**src/shared/i2c_status_fifo_level_pkg.sv**
```systemverilog
// Constants for the FIFO status and fill-level register block.
//
// Contract
// - Status register readable anytime, read-only, none of its bits raise interrupts.
// - Disable forces tx-not-full and tx-empty to one, rx flags to zero.
// - Disabled with state machines idle clears master and slave activity flags.
// - Slave activity bit 6 is set while slave machine is not idle.
// - Master activity bit 5 is set while master machine is not idle.
// - Activity bit 0 is the OR of master and slave activity.
// - Receive-full bit 4 set when every receive location is occupied.
// - Receive-not-empty bit 3 set while receive FIFO holds an entry.
// - Transmit-empty bit 2 set when transmit FIFO is empty; resets to one.
// - Transmit-not-full bit 1 set while a location is free; status resets to six.
// - Transmit fill count in bits 4:0, up on push, down on pop.
// - Transmit count zeroed on disable, raw transmit abort, or slave bulk abort.
// - Receive fill count in bits 4:0, up on store, down on removal.
// - Receive count zeroed on disable or any recorded transmit abort cause.
// - Clearing enable flushes both FIFOs; both stay empty while disabled.
package i2c_status_fifo_level_pkg;

  // ---------------------------------------------------------------------
  // Register byte addresses
  // ---------------------------------------------------------------------
  localparam int unsigned ADR_W             = 32;
  localparam int unsigned DAT_W             = 32;
  localparam logic [31:0] STATUS_ADDR       = 32'hB000_2870;
  localparam logic [31:0] TX_FILL_ADDR      = 32'hB000_2874;
  localparam logic [31:0] RX_FILL_ADDR      = 32'hB000_2878;
  localparam logic [31:0] EVENT_STATUS_ADDR = 32'hB000_28F0;
  localparam logic [31:0] EVENT_MASK_ADDR   = 32'hB000_28F4;

  // ---------------------------------------------------------------------
  // Status register field positions
  // ---------------------------------------------------------------------
  localparam int unsigned ACTIVITY_BIT       = 0;
  localparam int unsigned TX_NOT_FULL_BIT    = 1;
  localparam int unsigned TX_EMPTY_BIT       = 2;
  localparam int unsigned RX_NOT_EMPTY_BIT   = 3;
  localparam int unsigned RX_FULL_BIT        = 4;
  localparam int unsigned INITIATOR_BUSY_BIT = 5;
  localparam int unsigned TARGET_BUSY_BIT    = 6;

  // ---------------------------------------------------------------------
  // FIFO geometry and reset values
  // ---------------------------------------------------------------------
  localparam int unsigned FILL_W      = 5;
  localparam logic [4:0]  FIFO_DEPTH  = 5'h10;
  localparam logic [4:0]  FILL_RST    = 5'h00;
  localparam logic [31:0] STATUS_RST  = 32'h0000_0006;

  // ---------------------------------------------------------------------
  // Event status and mask layout
  // ---------------------------------------------------------------------
  localparam int unsigned EVT_W           = 4;
  localparam int unsigned TX_OVERFLOW_BIT  = 0;
  localparam int unsigned RX_OVERFLOW_BIT  = 1;
  localparam int unsigned TX_UNDERFLOW_BIT = 2;
  localparam int unsigned RX_UNDERFLOW_BIT = 3;
  localparam logic [3:0]  EVT_RST          = 4'h0;
  localparam logic [3:0]  MASK_RST         = 4'h0;

endpackage : i2c_status_fifo_level_pkg

```
**src/design/i2c_status_fifo_level.sv**
```systemverilog
// FIFO status and fill-level registers behind a classic Wishbone slave.
`timescale 1ns/1ps
`default_nettype none

module i2c_status_fifo_level (
  input  wire logic                                    clk_sys_i,
  input  wire logic                                    rst_n_i,
  input  wire logic                                    wb_cyc_i,
  input  wire logic                                    wb_stb_i,
  input  wire logic                                    wb_we_i,
  input  wire logic [i2c_status_fifo_level_pkg::ADR_W-1:0] wb_adr_i,
  input  wire logic [3:0]                              wb_sel_i,
  input  wire logic [i2c_status_fifo_level_pkg::DAT_W-1:0] wb_dat_i,
  output var  logic [i2c_status_fifo_level_pkg::DAT_W-1:0] wb_dat_o,
  output var  logic                                    wb_ack_o,
  input  wire logic                                    controller_on_flag_i,
  input  wire logic                                    tx_push_i,
  input  wire logic                                    tx_pop_i,
  input  wire logic                                    rx_push_i,
  input  wire logic                                    rx_pop_i,
  input  wire logic                                    transmit_abort_event_i,
  input  wire logic                                    slave_bulk_abort_i,
  input  wire logic                                    abort_cause_any_i,
  input  wire logic                                    initiator_idle_i,
  input  wire logic                                    target_idle_i,
  output var  logic                                    irq_o
);

  import i2c_status_fifo_level_pkg::*;

  // ---------------------------------------------------------------------
  // State
  // ---------------------------------------------------------------------
  typedef struct packed {
    logic [4:0]  tx_cnt;
    logic [4:0]  rx_cnt;
    logic        initiator_busy;
    logic        target_busy;
    logic [3:0]  evt;
    logic [3:0]  mask;
    logic        ack;
    logic [31:0] dat;
    logic        irq;
  } state_t;

  localparam state_t STATE_RST = '{
    tx_cnt:         FILL_RST,
    rx_cnt:         FILL_RST,
    initiator_busy: 1'b0,
    target_busy:    1'b0,
    evt:            EVT_RST,
    mask:           MASK_RST,
    ack:            1'b0,
    dat:            32'h0000_0000,
    irq:            1'b0
  };

  state_t state_q;
  state_t state_d;

  // ---------------------------------------------------------------------
  // Helpers
  // ---------------------------------------------------------------------
  // A push and a pop in the same cycle cancel, even at the limits, so the
  // count never wraps; a lone push at full or pop at empty is dropped.
  function automatic logic [4:0] next_count(input logic [4:0] cnt,
                                            input logic       push,
                                            input logic       pop,
                                            input logic       clr);
    logic [4:0] n;
    n = cnt;
    if (clr) begin
      n = FILL_RST;
    end else if (push && !pop && cnt != FIFO_DEPTH) begin
      n = cnt + 5'h01;
    end else if (pop && !push && cnt != 5'h00) begin
      n = cnt - 5'h01;
    end
    return n;
  endfunction : next_count

  // FIFO flags come from the counters alone, so they always match the levels.
  function automatic logic [31:0] status_word(input logic [4:0] tx,
                                              input logic [4:0] rx,
                                              input logic       ini,
                                              input logic       tgt);
    logic [31:0] w;
    w = 32'h0000_0000;
    w[ACTIVITY_BIT]       = ini | tgt;
    w[TX_NOT_FULL_BIT]    = (tx != FIFO_DEPTH);
    w[TX_EMPTY_BIT]       = (tx == 5'h00);
    w[RX_NOT_EMPTY_BIT]   = (rx != 5'h00);
    w[RX_FULL_BIT]        = (rx == FIFO_DEPTH);
    w[INITIATOR_BUSY_BIT] = ini;
    w[TARGET_BUSY_BIT]    = tgt;
    return w;
  endfunction : status_word

  // ---------------------------------------------------------------------
  // Next-state logic
  // ---------------------------------------------------------------------
  logic       req;
  logic       tx_clr;
  logic       rx_clr;
  logic [3:0] evt_set;
  logic [3:0] evt_clr;

  always_comb begin
    state_d = state_q;

    // Disable flushes both FIFOs and holds them empty.
    tx_clr = !controller_on_flag_i || transmit_abort_event_i ||
             slave_bulk_abort_i;
    rx_clr = !controller_on_flag_i || abort_cause_any_i;

    state_d.tx_cnt = next_count(state_q.tx_cnt, tx_push_i, tx_pop_i,
                                tx_clr);
    state_d.rx_cnt = next_count(state_q.rx_cnt, rx_push_i, rx_pop_i,
                                rx_clr);

    // The busy flags follow the machines; once disabled they drop as soon
    // as the machines report idle.
    state_d.initiator_busy = !initiator_idle_i;
    state_d.target_busy    = !target_idle_i;

    // Error events on the FIFO strobes while enabled.
    evt_set = 4'h0;
    evt_set[TX_OVERFLOW_BIT]  = !tx_clr && tx_push_i && !tx_pop_i &&
                                state_q.tx_cnt == FIFO_DEPTH;
    evt_set[RX_OVERFLOW_BIT]  = !rx_clr && rx_push_i && !rx_pop_i &&
                                state_q.rx_cnt == FIFO_DEPTH;
    evt_set[TX_UNDERFLOW_BIT] = !tx_clr && tx_pop_i && !tx_push_i &&
                                state_q.tx_cnt == 5'h00;
    evt_set[RX_UNDERFLOW_BIT] = !rx_clr && rx_pop_i && !rx_push_i &&
                                state_q.rx_cnt == 5'h00;

    // Bus access: one wait cycle, ack for one cycle, then drop.
    req     = wb_cyc_i && wb_stb_i && !state_q.ack;
    evt_clr = 4'h0;
    state_d.ack = req;
    if (req && wb_we_i) begin
      // Status and level registers ignore writes.
      if (wb_adr_i == EVENT_STATUS_ADDR && wb_sel_i[0]) begin
        evt_clr = wb_dat_i[EVT_W-1:0];
      end
      if (wb_adr_i == EVENT_MASK_ADDR && wb_sel_i[0]) begin
        state_d.mask = wb_dat_i[EVT_W-1:0];
      end
    end
    if (req && !wb_we_i) begin
      unique case (wb_adr_i)
        STATUS_ADDR: begin
          state_d.dat = status_word(state_q.tx_cnt, state_q.rx_cnt,
                                    state_q.initiator_busy,
                                    state_q.target_busy);
        end
        TX_FILL_ADDR: begin
          state_d.dat = {27'h000_0000, state_q.tx_cnt};
        end
        RX_FILL_ADDR: begin
          state_d.dat = {27'h000_0000, state_q.rx_cnt};
        end
        EVENT_STATUS_ADDR: begin
          state_d.dat = {28'h000_0000, state_q.evt};
        end
        EVENT_MASK_ADDR: begin
          state_d.dat = {28'h000_0000, state_q.mask};
        end
        default: begin
          state_d.dat = 32'h0000_0000;
        end
      endcase
    end

    // A new event wins over a clear in the same cycle.
    state_d.evt = (state_q.evt & ~evt_clr) | evt_set;
    // Only the event register, gated by the mask, feeds the interrupt, never the status word.
    state_d.irq = |(state_d.evt & state_d.mask);
  end

  // ---------------------------------------------------------------------
  // State register
  // ---------------------------------------------------------------------
  always_ff @(posedge clk_sys_i or negedge rst_n_i) begin
    if (!rst_n_i) begin
      state_q <= STATE_RST;
    end else begin
      state_q <= state_d;
    end
  end

  assign wb_dat_o = state_q.dat;
  assign wb_ack_o = state_q.ack;
  assign irq_o    = state_q.irq;

  logic        tx_step_up;
  logic        rx_step_down;
  logic        tx_step_down;
  logic        rx_step_up;
  logic [31:0] status_now;
  assign tx_step_up   = controller_on_flag_i && !transmit_abort_event_i &&
                        !slave_bulk_abort_i && tx_push_i && !tx_pop_i &&
                        state_q.tx_cnt != FIFO_DEPTH;
  assign rx_step_down = controller_on_flag_i && !abort_cause_any_i &&
                        rx_pop_i && !rx_push_i && state_q.rx_cnt != 5'h00;
  assign tx_step_down = controller_on_flag_i && !transmit_abort_event_i &&
                        !slave_bulk_abort_i && tx_pop_i && !tx_push_i &&
                        state_q.tx_cnt != 5'h00;
  assign rx_step_up   = controller_on_flag_i && !abort_cause_any_i &&
                        rx_push_i && !rx_pop_i && state_q.rx_cnt != FIFO_DEPTH;
  assign status_now   = status_word(state_q.tx_cnt, state_q.rx_cnt,
                                    state_q.initiator_busy,
                                    state_q.target_busy);
endmodule : i2c_status_fifo_level

`default_nettype wire

```
**config.mk**
```make
export PLATFORM = sky130hd
export DESIGN_NAME = i2c_status_fifo_level
export DESIGN_NICKNAME = d
export VERILOG_FILES = /design/src/shared/i2c_status_fifo_level_pkg.sv /design/src/design/i2c_status_fifo_level.sv
export SDC_FILE = /design/constraint.sdc
export NUM_CORES = 1
export LEC_CHECK = 0
export ABC_CLOCK_PERIOD_IN_PS = 2500
export BUFFER_PORTS_ARGS = -buffer_cell sky130_fd_sc_hd__buf_2
export CORE_MARGIN = 2
export CORE_UTILIZATION = 32
export DETAILED_ROUTE_END_ITERATION = 6
export PLACE_DENSITY = 0.61
export SYNTH_ARGS = -nofsm -noshare
export SYNTH_HDL_FRONTEND = slang
export SYNTH_SLANG_ARGS = --single-unit
```
**constraint.sdc**
```tcl
create_clock -name clk_sys_i -period 2.5 [get_ports clk_sys_i]
set_clock_uncertainty 0.1 [all_clocks]
set_input_delay 0.5 -clock clk_sys_i [delete_from_list [all_inputs] [get_ports clk_sys_i]]
set_output_delay 0.5 -clock clk_sys_i [all_outputs]
set_load 0.05 [all_outputs]
```
Word-level counts from Yosys, hierarchy flattened
Index checks and enable logic that the tools add are counted.
{ "op_classes": {"add_sub_neg": 4, "multipliers": 0, "div": 0, "order_cmp": 0, "n_eq_ne": 9, "n_shift": 0, "muxes": 11, "n_bitwise": 5, "reduce_logical": 47} }
{ "ops": {"columns": ["cell", "n"], "rows": [
  ["32-bit == test (second input constant)", 5],
  ["7-bit case mux with 5 select lines", 1],
  ["5-bit two-way mux", 6],
  ["1-bit logical AND", 26],
  ["4-bit two-way mux", 4],
  ["1-bit logical NOT", 11],
  ["5-bit by 1-bit adder with 5-bit output (second input constant)", 2],
  ["5-bit == test (second input constant)", 2],
  ["5-bit logical NOT", 2],
  ["5-bit != test (second input constant)", 2],
  ["5-bit nonzero test", 2],
  ["5-bit by 1-bit subtractor with 5-bit output (second input constant)", 2],
  ["4-bit bitwise AND", 2],
  ["3-bit nonzero test", 2],
  ["4-bit inverter", 1],
  ["4-bit OR", 1],
  ["4-bit OR reduction", 1],
  ["1-bit logical OR", 3],
  ["1-bit OR", 1]
]} }
{ "word_totals": {"reg_bits": 54, "latchBits": 0, "ramBits": 0, "mem_bits_ro": 0, "in_bits": 83, "output_inout_bits": 34, "wordCells": 85, "memories": 0} }

Longest topological paths before layout
Gate-level depths: netlist of run 1.
{ "logic_depth": {"depth_word": 10, "ltp_mapped": 9, "mapped_depth_nobuf": 9} }

Worst setup path before layout of run 1
No wires, ideal clock.
{ "synth_path": {"path_kind": "input -> register", "from": "input port wb_adr_i[19] (netlist name)", "to": "register state_q, in the netlist irq_o", "setup_time_ps": 138, "t_arrival_ps": 2194, "t_required_ps": 2262, "path_slack_ps": 68, "path_stages": 5, "n_path_buf": 0, "path_cell_list": "or4_4 or3_4 or4_4 mux2i_1 o2111ai_1"} }
{ "synth_rtl": {"columns": ["element", "line_no", "source"], "rows": [
  ["start: declaration", "i2c_status_fifo_level.sv:11", "input wire logic [i2c_status_fifo_level_pkg::ADR_W-1:0] wb_adr_i,"],
  ["end signal: assignment", "i2c_status_fifo_level.sv:188", "state_q <= state_d;"],
  ["end: declaration", "i2c_status_fifo_level.sv:58", "state_t state_q;"]
]} }

==> out/qor.txt, run 1 <==
Status -> complete, no violations
Antenna fix cells -> 0
Setup Viol. Count Final -> 0
Peak VDD IR -> 0.199 mV
DR iter-0 viols -> 87
#FFs+latches synth -> 29
Main area contributors after synthesis -> dfrtp_1 33%, buf_4 11%, mux4_2 6.2%
Max-slew violation count -> 0
Initial antenna violation count -> 0
Fillers -> 709
Cts hold-fix bufs -> 0
Switch share -> 33.0%
Die H -> 86.3 um
Core Area -> 6680 sq um
CP arrival -> 2.42 ns
Clk Tree Root Cell -> clkbuf_8
Commonest cells post-synth -> 32 x buf_4, 29 x dfrtp_1, 15 x nand2_1, 15 x nor2_1, 12 x inv_1
Ys Warns -> 0
EDFF count, synth -> 0
Number of placed I/O pins -> 117
Slew at the pin closest to its max-slew limit -> 0.669 ns
Critical Path Source Type -> primary input
Fmax -> 418 MHz
Seq pwr share -> 41.2%
Post-Syn Area per Cell -> 9.39 sq um
Most common cell in the netlist -> buf_4
Final worst setup slack -> 0.107 ns
Hold Crit Class -> primary input to asynchronous set/reset pin
Max stage delay on crit path -> 0.52 ns
CP top delay family -> simple AND/OR/NAND/NOR gates
Layout cells sized above 1 -> 37.5%
Asr flop ratio synth -> 100%
CTS Sinks -> 29
Total grt overflow -> 0
DIE AREA -> 7450 sq um
Sequential fraction of the synthesis area -> 33.4%
Vias -> 1845
Resized Gates After CTS -> 0
WL final -> 4820 um
GP Congestion -> 0.796
Clock power frac -> 30.0%
Slew Limit Headroom -> 55.4%
WP data required -> 2.52 ns
Critical-path maximum fanout -> 2
CTS tree -> built
Count of cell types in the netlist -> 44
Synth area leader -> dfrtp_1
DP HPWL -> 3980 um
Vias in the first global route -> 1668
First-pass GRT wire length -> 7790 um
Sequence of cells on the critical path -> buf_2, or4_4, or3_4, or4_4, mux2i_1, o2111ai_1
P&R area growth vs syn -> 22.2%
Critical path's slowest cell -> or4_4
Switching power -> 408 uW
Initial core utilization -> 32.5%
Pwr Density -> 466 nW/um^2
Number of nets with antenna violations after routing -> 0
Clock Tree Buf Depth -> 2
CP most frequent cell -> or4_4
Post-layout util -> 39.7%
Maxcap violations -> 0
Reg clk slew, reported paths -> 0.07 ns
Postcts setup bufs -> 0
Final nets -> 394
Int Power -> 828 uW
Crit Path Category -> primary input to register
Drc violations -> 0
Core Rows -> 30
Worst skew pair latency -> 0.28 ns
DR pass1 iterations -> 4
Vias/cell -> 4.80
Post-Syn Area -> 2170 sq um
Num CTS Buffers -> 5
Pin count of the biggest net entering global routing -> 30
Fin crit share -> 95.7%
IO Port Bufs -> 60
Synth Instances -> 231
Ys flop type -> dfrtp_1
Routed len/inst -> 12.5 um
GRT Overall Usage -> 13.4%
RSZ-0062 raised after global routing -> false
Crit path time final -> 2.39 ns
WP buf/inv -> 1
Gate power share -> 28.8%
Crit. End Element -> register
Pre-CTS setup slack -> -0.162 ns
CTS H-tree depth -> 2
Top cell type's share of synthesized area -> 33.4%
Final hold violation count -> 0
Die X -> 86.3 um
Leak -> 0.00133 uW
Hold Slack -> 0.151 ns
-- sequential cells by signal, summed over array words and instances, names as in the netlist --
register,count
wb_dat_o,7
state_q,20
irq_o,1
wb_ack_o,1
-- area by class of cell --
class	count	area [sq um]	area share, %
Clock buffer	6	72.6	2.74
Clock inverter	2	10.0	0.378
Inverter	12	45.0	1.70
Multi-Input combinational cell	176	1250	47.3
Sequential cell	29	726	27.4
Tap cell	80	100	3.78
Timing Repair Buffer	79	443	16.7
-- path summary, 6_finish.rpt --
path	startpoint	slack [ns]	cells past startpoint	endpoint
worst max-delay path	wb_adr_i[19]	0.11	6	irq_o$_DFF_PN0_
worst min-delay path	rst_n_i	0.15	1	state_q[45]$_DFFE_PN0P_
worst max register to register	state_q[47]$_DFFE_PN0P_	0.17	9	state_q[47]$_DFFE_PN0P_
worst min register to register	wb_dat_o[2]$_DFFE_PN0P_	0.37	2	wb_dat_o[2]$_DFFE_PN0P_
max in group asynchronous	rst_n_i	1.71	1	state_q[38]$_DFF_PN0_
min in group clk_sys_i	initiator_idle_i	0.25	2	state_q[43]$_DFF_PN0_
-- per-stage QoR --
| step | setup TNS, ns | power [uW] | instance area, sq um | std cells |
|---|---|---|---|---|
| after floorplan | 0 | 784 | 2260 | 255 |
| after global placement | -0.194 | 858 | 2540 | 376 |
| after detailed placement | -0.274 | 864 | 2540 | 376 |
| after CTS | 0 | 1240 | 2620 | 384 |
| after global routing | 0 | 1310 | 2650 | 384 |
| final | 0 | 1240 | 2650 | 384 |
-- layer usage --
metal,vias to the layer above,wire [um],track usage (%)
li1,916,-,-
met1,885,2120,17.8
met2,38,2410,20.9
met3,6,231,3.71
met4,0,59,5.11
met5,-,0,0
-- cells by family after synthesis --
group / after synthesis / synth area share [%]
AND/OR/NAND/NOR: 89 / 24.2
other: 1 / 0.173
XOR/XNOR: 4 / 1.62
multiplexers: 15 / 10.8
AO/OA/AOI/OAI: 35 / 10.3
flip-flops: 29 / 33.4
adder cells (fa/ha/maj): 8 / 5.31
buffers and inverters: 50 / 14.2
-- power by group through the flow --
stage | combinational [uW] | clock [uW] | sequential (uW)
floorplan | 265 | 0 | 519
global placement | 345 | 0 | 512
detailed placement | 351 | 0 | 513
CTS | 352 | 386 | 504
global route | 392 | 410 | 511
finish | 356 | 371 | 509
-- cells in the final DEF, fill, tap and decap left out, types with 4 or more instances in the layout --
| master | count |
|---|---|
| o21ai_0 | 8 |
| buf_4 | 19 |
| a21oi_1 | 6 |
| clkbuf_8 | 5 |
| a31oi_1 | 4 |
| ha_1 | 6 |
| inv_1 | 12 |
| buf_2 | 60 |
| nand2_1 | 15 |
| conb_1 | 25 |
| nor3_1 | 5 |
| and3_1 | 4 |
| and4_1 | 4 |
| nor2b_1 | 7 |
| mux2_2 | 7 |
| mux4_2 | 6 |
| dfrtp_1 | 29 |
| or2_2 | 8 |
| nand2b_1 | 7 |
| nor2_1 | 15 |
| a21o_1 | 4 |
Power figures use the tool's default switching activity.
==> run 2, diff against run 1 <==
- ABC_AREA: not set -> 1
==> out/qor.txt, run 2 <==
Crit path time final -> 2.18 ns
Sequential fraction of the synthesis area -> 33.1%
DR iter-0 viols -> 83
Max stage delay on crit path -> 0.44 ns
Initial core utilization -> 32.6%
Commonest cells post-synth -> 86 x nand2_1, 36 x nor2_1, 35 x nand3_1
First-pass GRT wire length -> 8310 um
Ys flop type -> dfrtp_1
CP arrival -> 2.23 ns
Postcts setup bufs -> 0
Cts hold-fix bufs -> 0
Fillers -> 701
Most common cell in the netlist -> nand2_1
Most frequent cells in the layout -> 86 x nand2_1, 60 x buf_2, 36 x nor2_1
Die X -> 86.7 um
Reg clk slew, reported paths -> 0.06 ns
Vias in the first global route -> 1925
WL final -> 4670 um
Fin crit share -> 87.0%
DIE AREA -> 7520 sq um
Final nets -> 464
Die H -> 86.7 um
CTS tree -> built
CTS Sinks -> 29
Setup_tns -> 0 ns
Antenna fix cells -> 0
Vias/cell -> 4.46
P&R area growth vs syn -> 16.2%
Pin count of the biggest net entering global routing -> 30
GRT Overall Usage -> 13.9%
CTS H-tree depth -> 2
Crit Path Category -> register to register
Drc violations -> 0
Maxcap violations -> 0
Worst skew pair latency -> 0.28 ns
Slew at the pin closest to its max-slew limit -> 0.635 ns
Crit. End Element -> register
Final hold violation count -> 0
IO Port Bufs -> 60
Post-Syn Area per Cell -> 7.02 sq um
Top cell type's share of synthesized area -> 33.1%
Num CTS Buffers -> 5
Max-slew violation count -> 0
DP HPWL -> 3850 um
Critical path's slowest cell -> dfrtp_1
RSZ-0062 raised after global routing -> false
Critical Path Source Type -> register
Resized Gates After CTS -> 0
Count of cell types in the netlist -> 26
Core Rows -> 30
DR pass1 iterations -> 4
Clk Tree Root Cell -> clkbuf_8
Sequence of cells on the critical path -> nor2_1, nand3_1, o21ai_2, ha_1, nand2_1, nand2_1, a21oi_1, inv_1, o21ai_0, o21ai_0
Hold Crit Class -> primary input to asynchronous set/reset pin
Total grt overflow -> 0
Slew Limit Headroom -> 57.6%
Fmax -> 460 MHz
Number of nets with antenna violations after routing -> 0
Ys Warns -> 0
Asr flop ratio synth -> 100%
Core Area -> 6720 sq um
Pwr Density -> 520 nW/um^2
Critical-path maximum fanout -> 5
Reg area -> 726 sq um
WP data required -> 2.55 ns
Layout cells sized above 1 -> 24.7%
CP top delay family -> compound AO/OA/AOI/OAI gates
Main area contributors after synthesis -> dfrtp_1 33%, nand2_1 15%, buf_4 11%
Status -> complete, no violations
Top reg by flops -> state_q
EDFF count, synth -> 0
Most common cell after layout, fill and taps aside -> nand2_1
Clock Tree Buf Depth -> 2
Leak -> 0.00135 uW
Routed len/inst -> 10.3 um
WP buf/inv -> 1
Post-layout util -> 37.9%
Peak VDD IR -> 0.215 mV
Number of placed I/O pins -> 117
Synth Instances -> 312
Synth area leader -> dfrtp_1
#FFs+latches synth -> 29
Number of flip-flops in the largest register -> 20
GP Congestion -> 0.824
Multi-input logic area -> 1180 sq um
Post-Syn Area -> 2190 sq um
Initial antenna violation count -> 0
Setup Viol. Count Final -> 0
Vias -> 2019
run 2: cell count changes after synthesis, sizes merged, moves of 5 or more:
cell    before  now
nand3        3   37
nand2       15   91
nor2        15   47
mux4         6    0
mux2         7    0
nor2b        7    0
nand2b       8    0
clkbuf       6    1
nor4         5    0
or2          8    1
inv         12   34
run 2: cell families after synthesis:
group           synth area share [%]
other cells                    0.171
buf+inv                         17.0
simple gates                    37.8
flops                           33.1
xor+xnor                        2.00
compound gates                  4.68
fa+ha+maj                       5.25
run 2: through the flow:
stage,std cells,setup WS (ns),hold WS [ns],power [uW],area (sq um)
final,453,0.325,0.135,1320,2550
after global routing,453,0.115,0.198,1410,2550
after CTS,453,0.354,0.165,1340,2550
after detailed placement,446,0.265,0.325,947,2460
after global placement,446,0.302,0.326,939,2460
after floorplan,336,0.544,0.104,887,2280
run 2: final timing paths:
path / to / depth (start not counted) / slack, ns / from
max: state_q[48]$_DFFE_PN0P_ / 10 / 0.32 / state_q[45]$_DFFE_PN0P_
max reg2reg: state_q[48]$_DFFE_PN0P_ / 10 / 0.32 / state_q[45]$_DFFE_PN0P_
min reg2reg: wb_ack_o$_DFF_PN0_ / 1 / 0.33 / wb_ack_o$_DFF_PN0_
min in group clk_sys_i: state_q[42]$_DFF_PN0_ / 2 / 0.25 / target_idle_i
min: wb_dat_o[5]$_DFFE_PN0P_ / 1 / 0.14 / rst_n_i
max in group asynchronous: state_q[45]$_DFFE_PN0P_ / 1 / 1.74 / rst_n_i
run 2: where the power goes:
| group | switching (uW) | total, uW | leakage, uW | internal, uW |
|---|---|---|---|---|
| Sequential | 35.1 | 550 | 0.000381 | 515 |
| Clock | 170 | 388 | 0.0000443 | 218 |
| Combinational | 269 | 387 | 0.000929 | 118 |
| Total | 474 | 1320 | 0.00135 | 851 |
run 2: metal layers:
metal / wire, um / global-route usage, % / up-vias
met4: 119 / 7.39 / 0
met2: 2200 / 23.4 / 64
met5: 0 / 0 / -
met3: 248 / 2.38 / 9
met1: 2100 / 16.9 / 895
li1: - / - / 1051
run 2: layout make-up:
class                      count  share of cell area [%]
sequential                    29                    28.5
timing repair buffer          63                    12.7
inverter                      34                    5.01
clock buffer                   7                    3.39
tap                           80                    3.93
multi-input combinational    240                    46.5
==> run 3, diff against run 2 <==
- CORE_ASPECT_RATIO: not set -> 1.25
- SKIP_CTS_REPAIR_TIMING: not set -> 1
==> out/qor.txt, run 3 (same netlist as run 2, synthesis figures left out) <==
Leak -> 0.00135 uW
Critical path's slowest cell -> dfrtp_1
Layout cells sized above 1 -> 24.9%
Number of nets with antenna violations after routing -> 0
Vias/cell -> 4.39
Pwr Density -> 511 nW/um^2
RSZ-0062 raised after global routing -> false
Most frequent cells in the layout -> 86 x nand2_1, 60 x buf_2, 36 x nor2_1
Final nets -> 464
Initial antenna violation count -> 0
Number of flip-flops in the largest register -> 20
DP HPWL -> 3960 um
DIE AREA -> 7530 sq um
Reg2Reg Setup Slack -> 0.32 ns
Crit Path Category -> register to register
Clock Tree Buf Depth -> 2
Reg clk slew, reported paths -> 0.06 ns
Core Rows -> 33
Most Used Layer, Global Route -> met2
Fin crit share -> 87.0%
Grt met1 use -> 15.2%
Max-slew violation count -> 0
Antenna fix cells -> 0
Crit. End Element -> register
Maxcap violations -> 0
Vias in the first global route -> 1948
GR Util met2 -> 26.2%
P&R area growth vs syn -> 16.4%
Final hold violation count -> 0
IO Port Bufs -> 60
Critical-path maximum fanout -> 6
Sequence of cells on the critical path -> nor2_1, nand3_1, o21ai_2, ha_1, nand2_1, nand2_1, a21oi_1, inv_1, o21ai_0, o21ai_0
CP arrival -> 2.23 ns
Die H -> 96.5 um
R2R Path Start -> state_q[44]$_DFFE_PN0P_
First-pass GRT wire length -> 8250 um
Post-layout util -> 38.6%
CTS tree -> built
Clk Tree Root Cell -> clkbuf_8
CTS Sinks -> 29
Slew Limit Headroom -> 57.1%
Drc violations -> 0
WP data required -> 2.56 ns
Slew at the pin closest to its max-slew limit -> 0.644 ns
GP Congestion -> 0.793
Core Area -> 6610 sq um
Worst skew pair latency -> 0.28 ns
Most common cell after layout, fill and taps aside -> nand2_1
GRT met3 Usage -> 2.14%
Critical Path Source Type -> register
Die X -> 78.0 um
Status -> complete, no violations
Hold Crit Class -> primary input to asynchronous set/reset pin
Worst Reg-to-Reg Cells -> 10
Pin count of the biggest net entering global routing -> 30
Peak VDD IR -> 0.261 mV
R2R Path End -> state_q[48]$_DFFE_PN0P_
Max stage delay on crit path -> 0.46 ns
Crit path time final -> 2.18 ns
Final worst setup slack -> 0.324 ns
DR iter-0 viols -> 93
Top reg by flops -> state_q
WL final -> 4700 um
Total grt overflow -> 0
Fmax -> 460 MHz
Routed len/inst -> 10.2 um
CTS H-tree depth -> 2
GRT Overall Usage -> 13.5%
Number of placed I/O pins -> 117
DR pass1 iterations -> 4
Setup Viol. Count Final -> 0
Hold Slack -> 0.144 ns
Pre-CTS setup slack -> 0.265 ns
Vias -> 2023
Setup_tns -> 0 ns
Initial core utilization -> 33.2%
Num CTS Buffers -> 5
run 3: worst max-delay path, delay by kind of cell (launching register included):
kind            cells  cell delay, ns
buf+inv             1            0.06
simple gates        4            0.48
flops               1            0.46
compound gates      4            0.63
fa+ha+maj           1            0.33
run 3: cell type report:
| cell class | instances | area [sq um] |
|---|---|---|
| clock buffers | 6 | 72.6 |
| clock inverters | 2 | 10.0 |
| fillers | 733 | 4060 |
| inverters | 34 | 128 |
| multi-input cells | 240 | 1180 |
| flip-flops and latches | 29 | 726 |
| well taps | 87 | 109 |
| repair buffers | 63 | 323 |
run 3: power breakdown:
part           leakage [uW]  total (uW)  switching, uW  internal (uW)
Sequential         0.000381         550           34.5            515
Combinational      0.000929         388            269            118
Clock             0.0000450         367            175            192
Total               0.00135        1300            478            826
run 3: layer usage:
metal	part of all wire [%]	vias to the layer above	routed length [um]
met1	43	917	2000
met5	0	-	0
met2	52	48	2440
met4	1.6	0	74
li1	-	1052	-
met3	3.9	6	185
run 3: how the worst max path moves through the flow:
stage | start | end | slack (ns) | cells after the start
floorplan | rx_push_i | state_q[48]$_DFFE_PN0P_ | 0.54 | 10
global placement | rx_push_i | state_q[48]$_DFFE_PN0P_ | 0.30 | 11
detailed placement | rx_push_i | state_q[48]$_DFFE_PN0P_ | 0.26 | 11
CTS | state_q[44]$_DFFE_PN0P_ | state_q[48]$_DFFE_PN0P_ | 0.34 | 10
global route | state_q[44]$_DFFE_PN0P_ | state_q[48]$_DFFE_PN0P_ | 0.15 | 10
finish | state_q[44]$_DFFE_PN0P_ | state_q[48]$_DFFE_PN0P_ | 0.32 | 10
run 3: metrics by stage:
stage | cell area [sq um] | power [uW] | std cells
final | 2550 | 1300 | 461
after floorplan | 2280 | 887 | 336
after global placement | 2470 | 937 | 453
after global routing | 2550 | 1390 | 461
after detailed placement | 2470 | 948 | 453
after CTS | 2550 | 1310 | 461
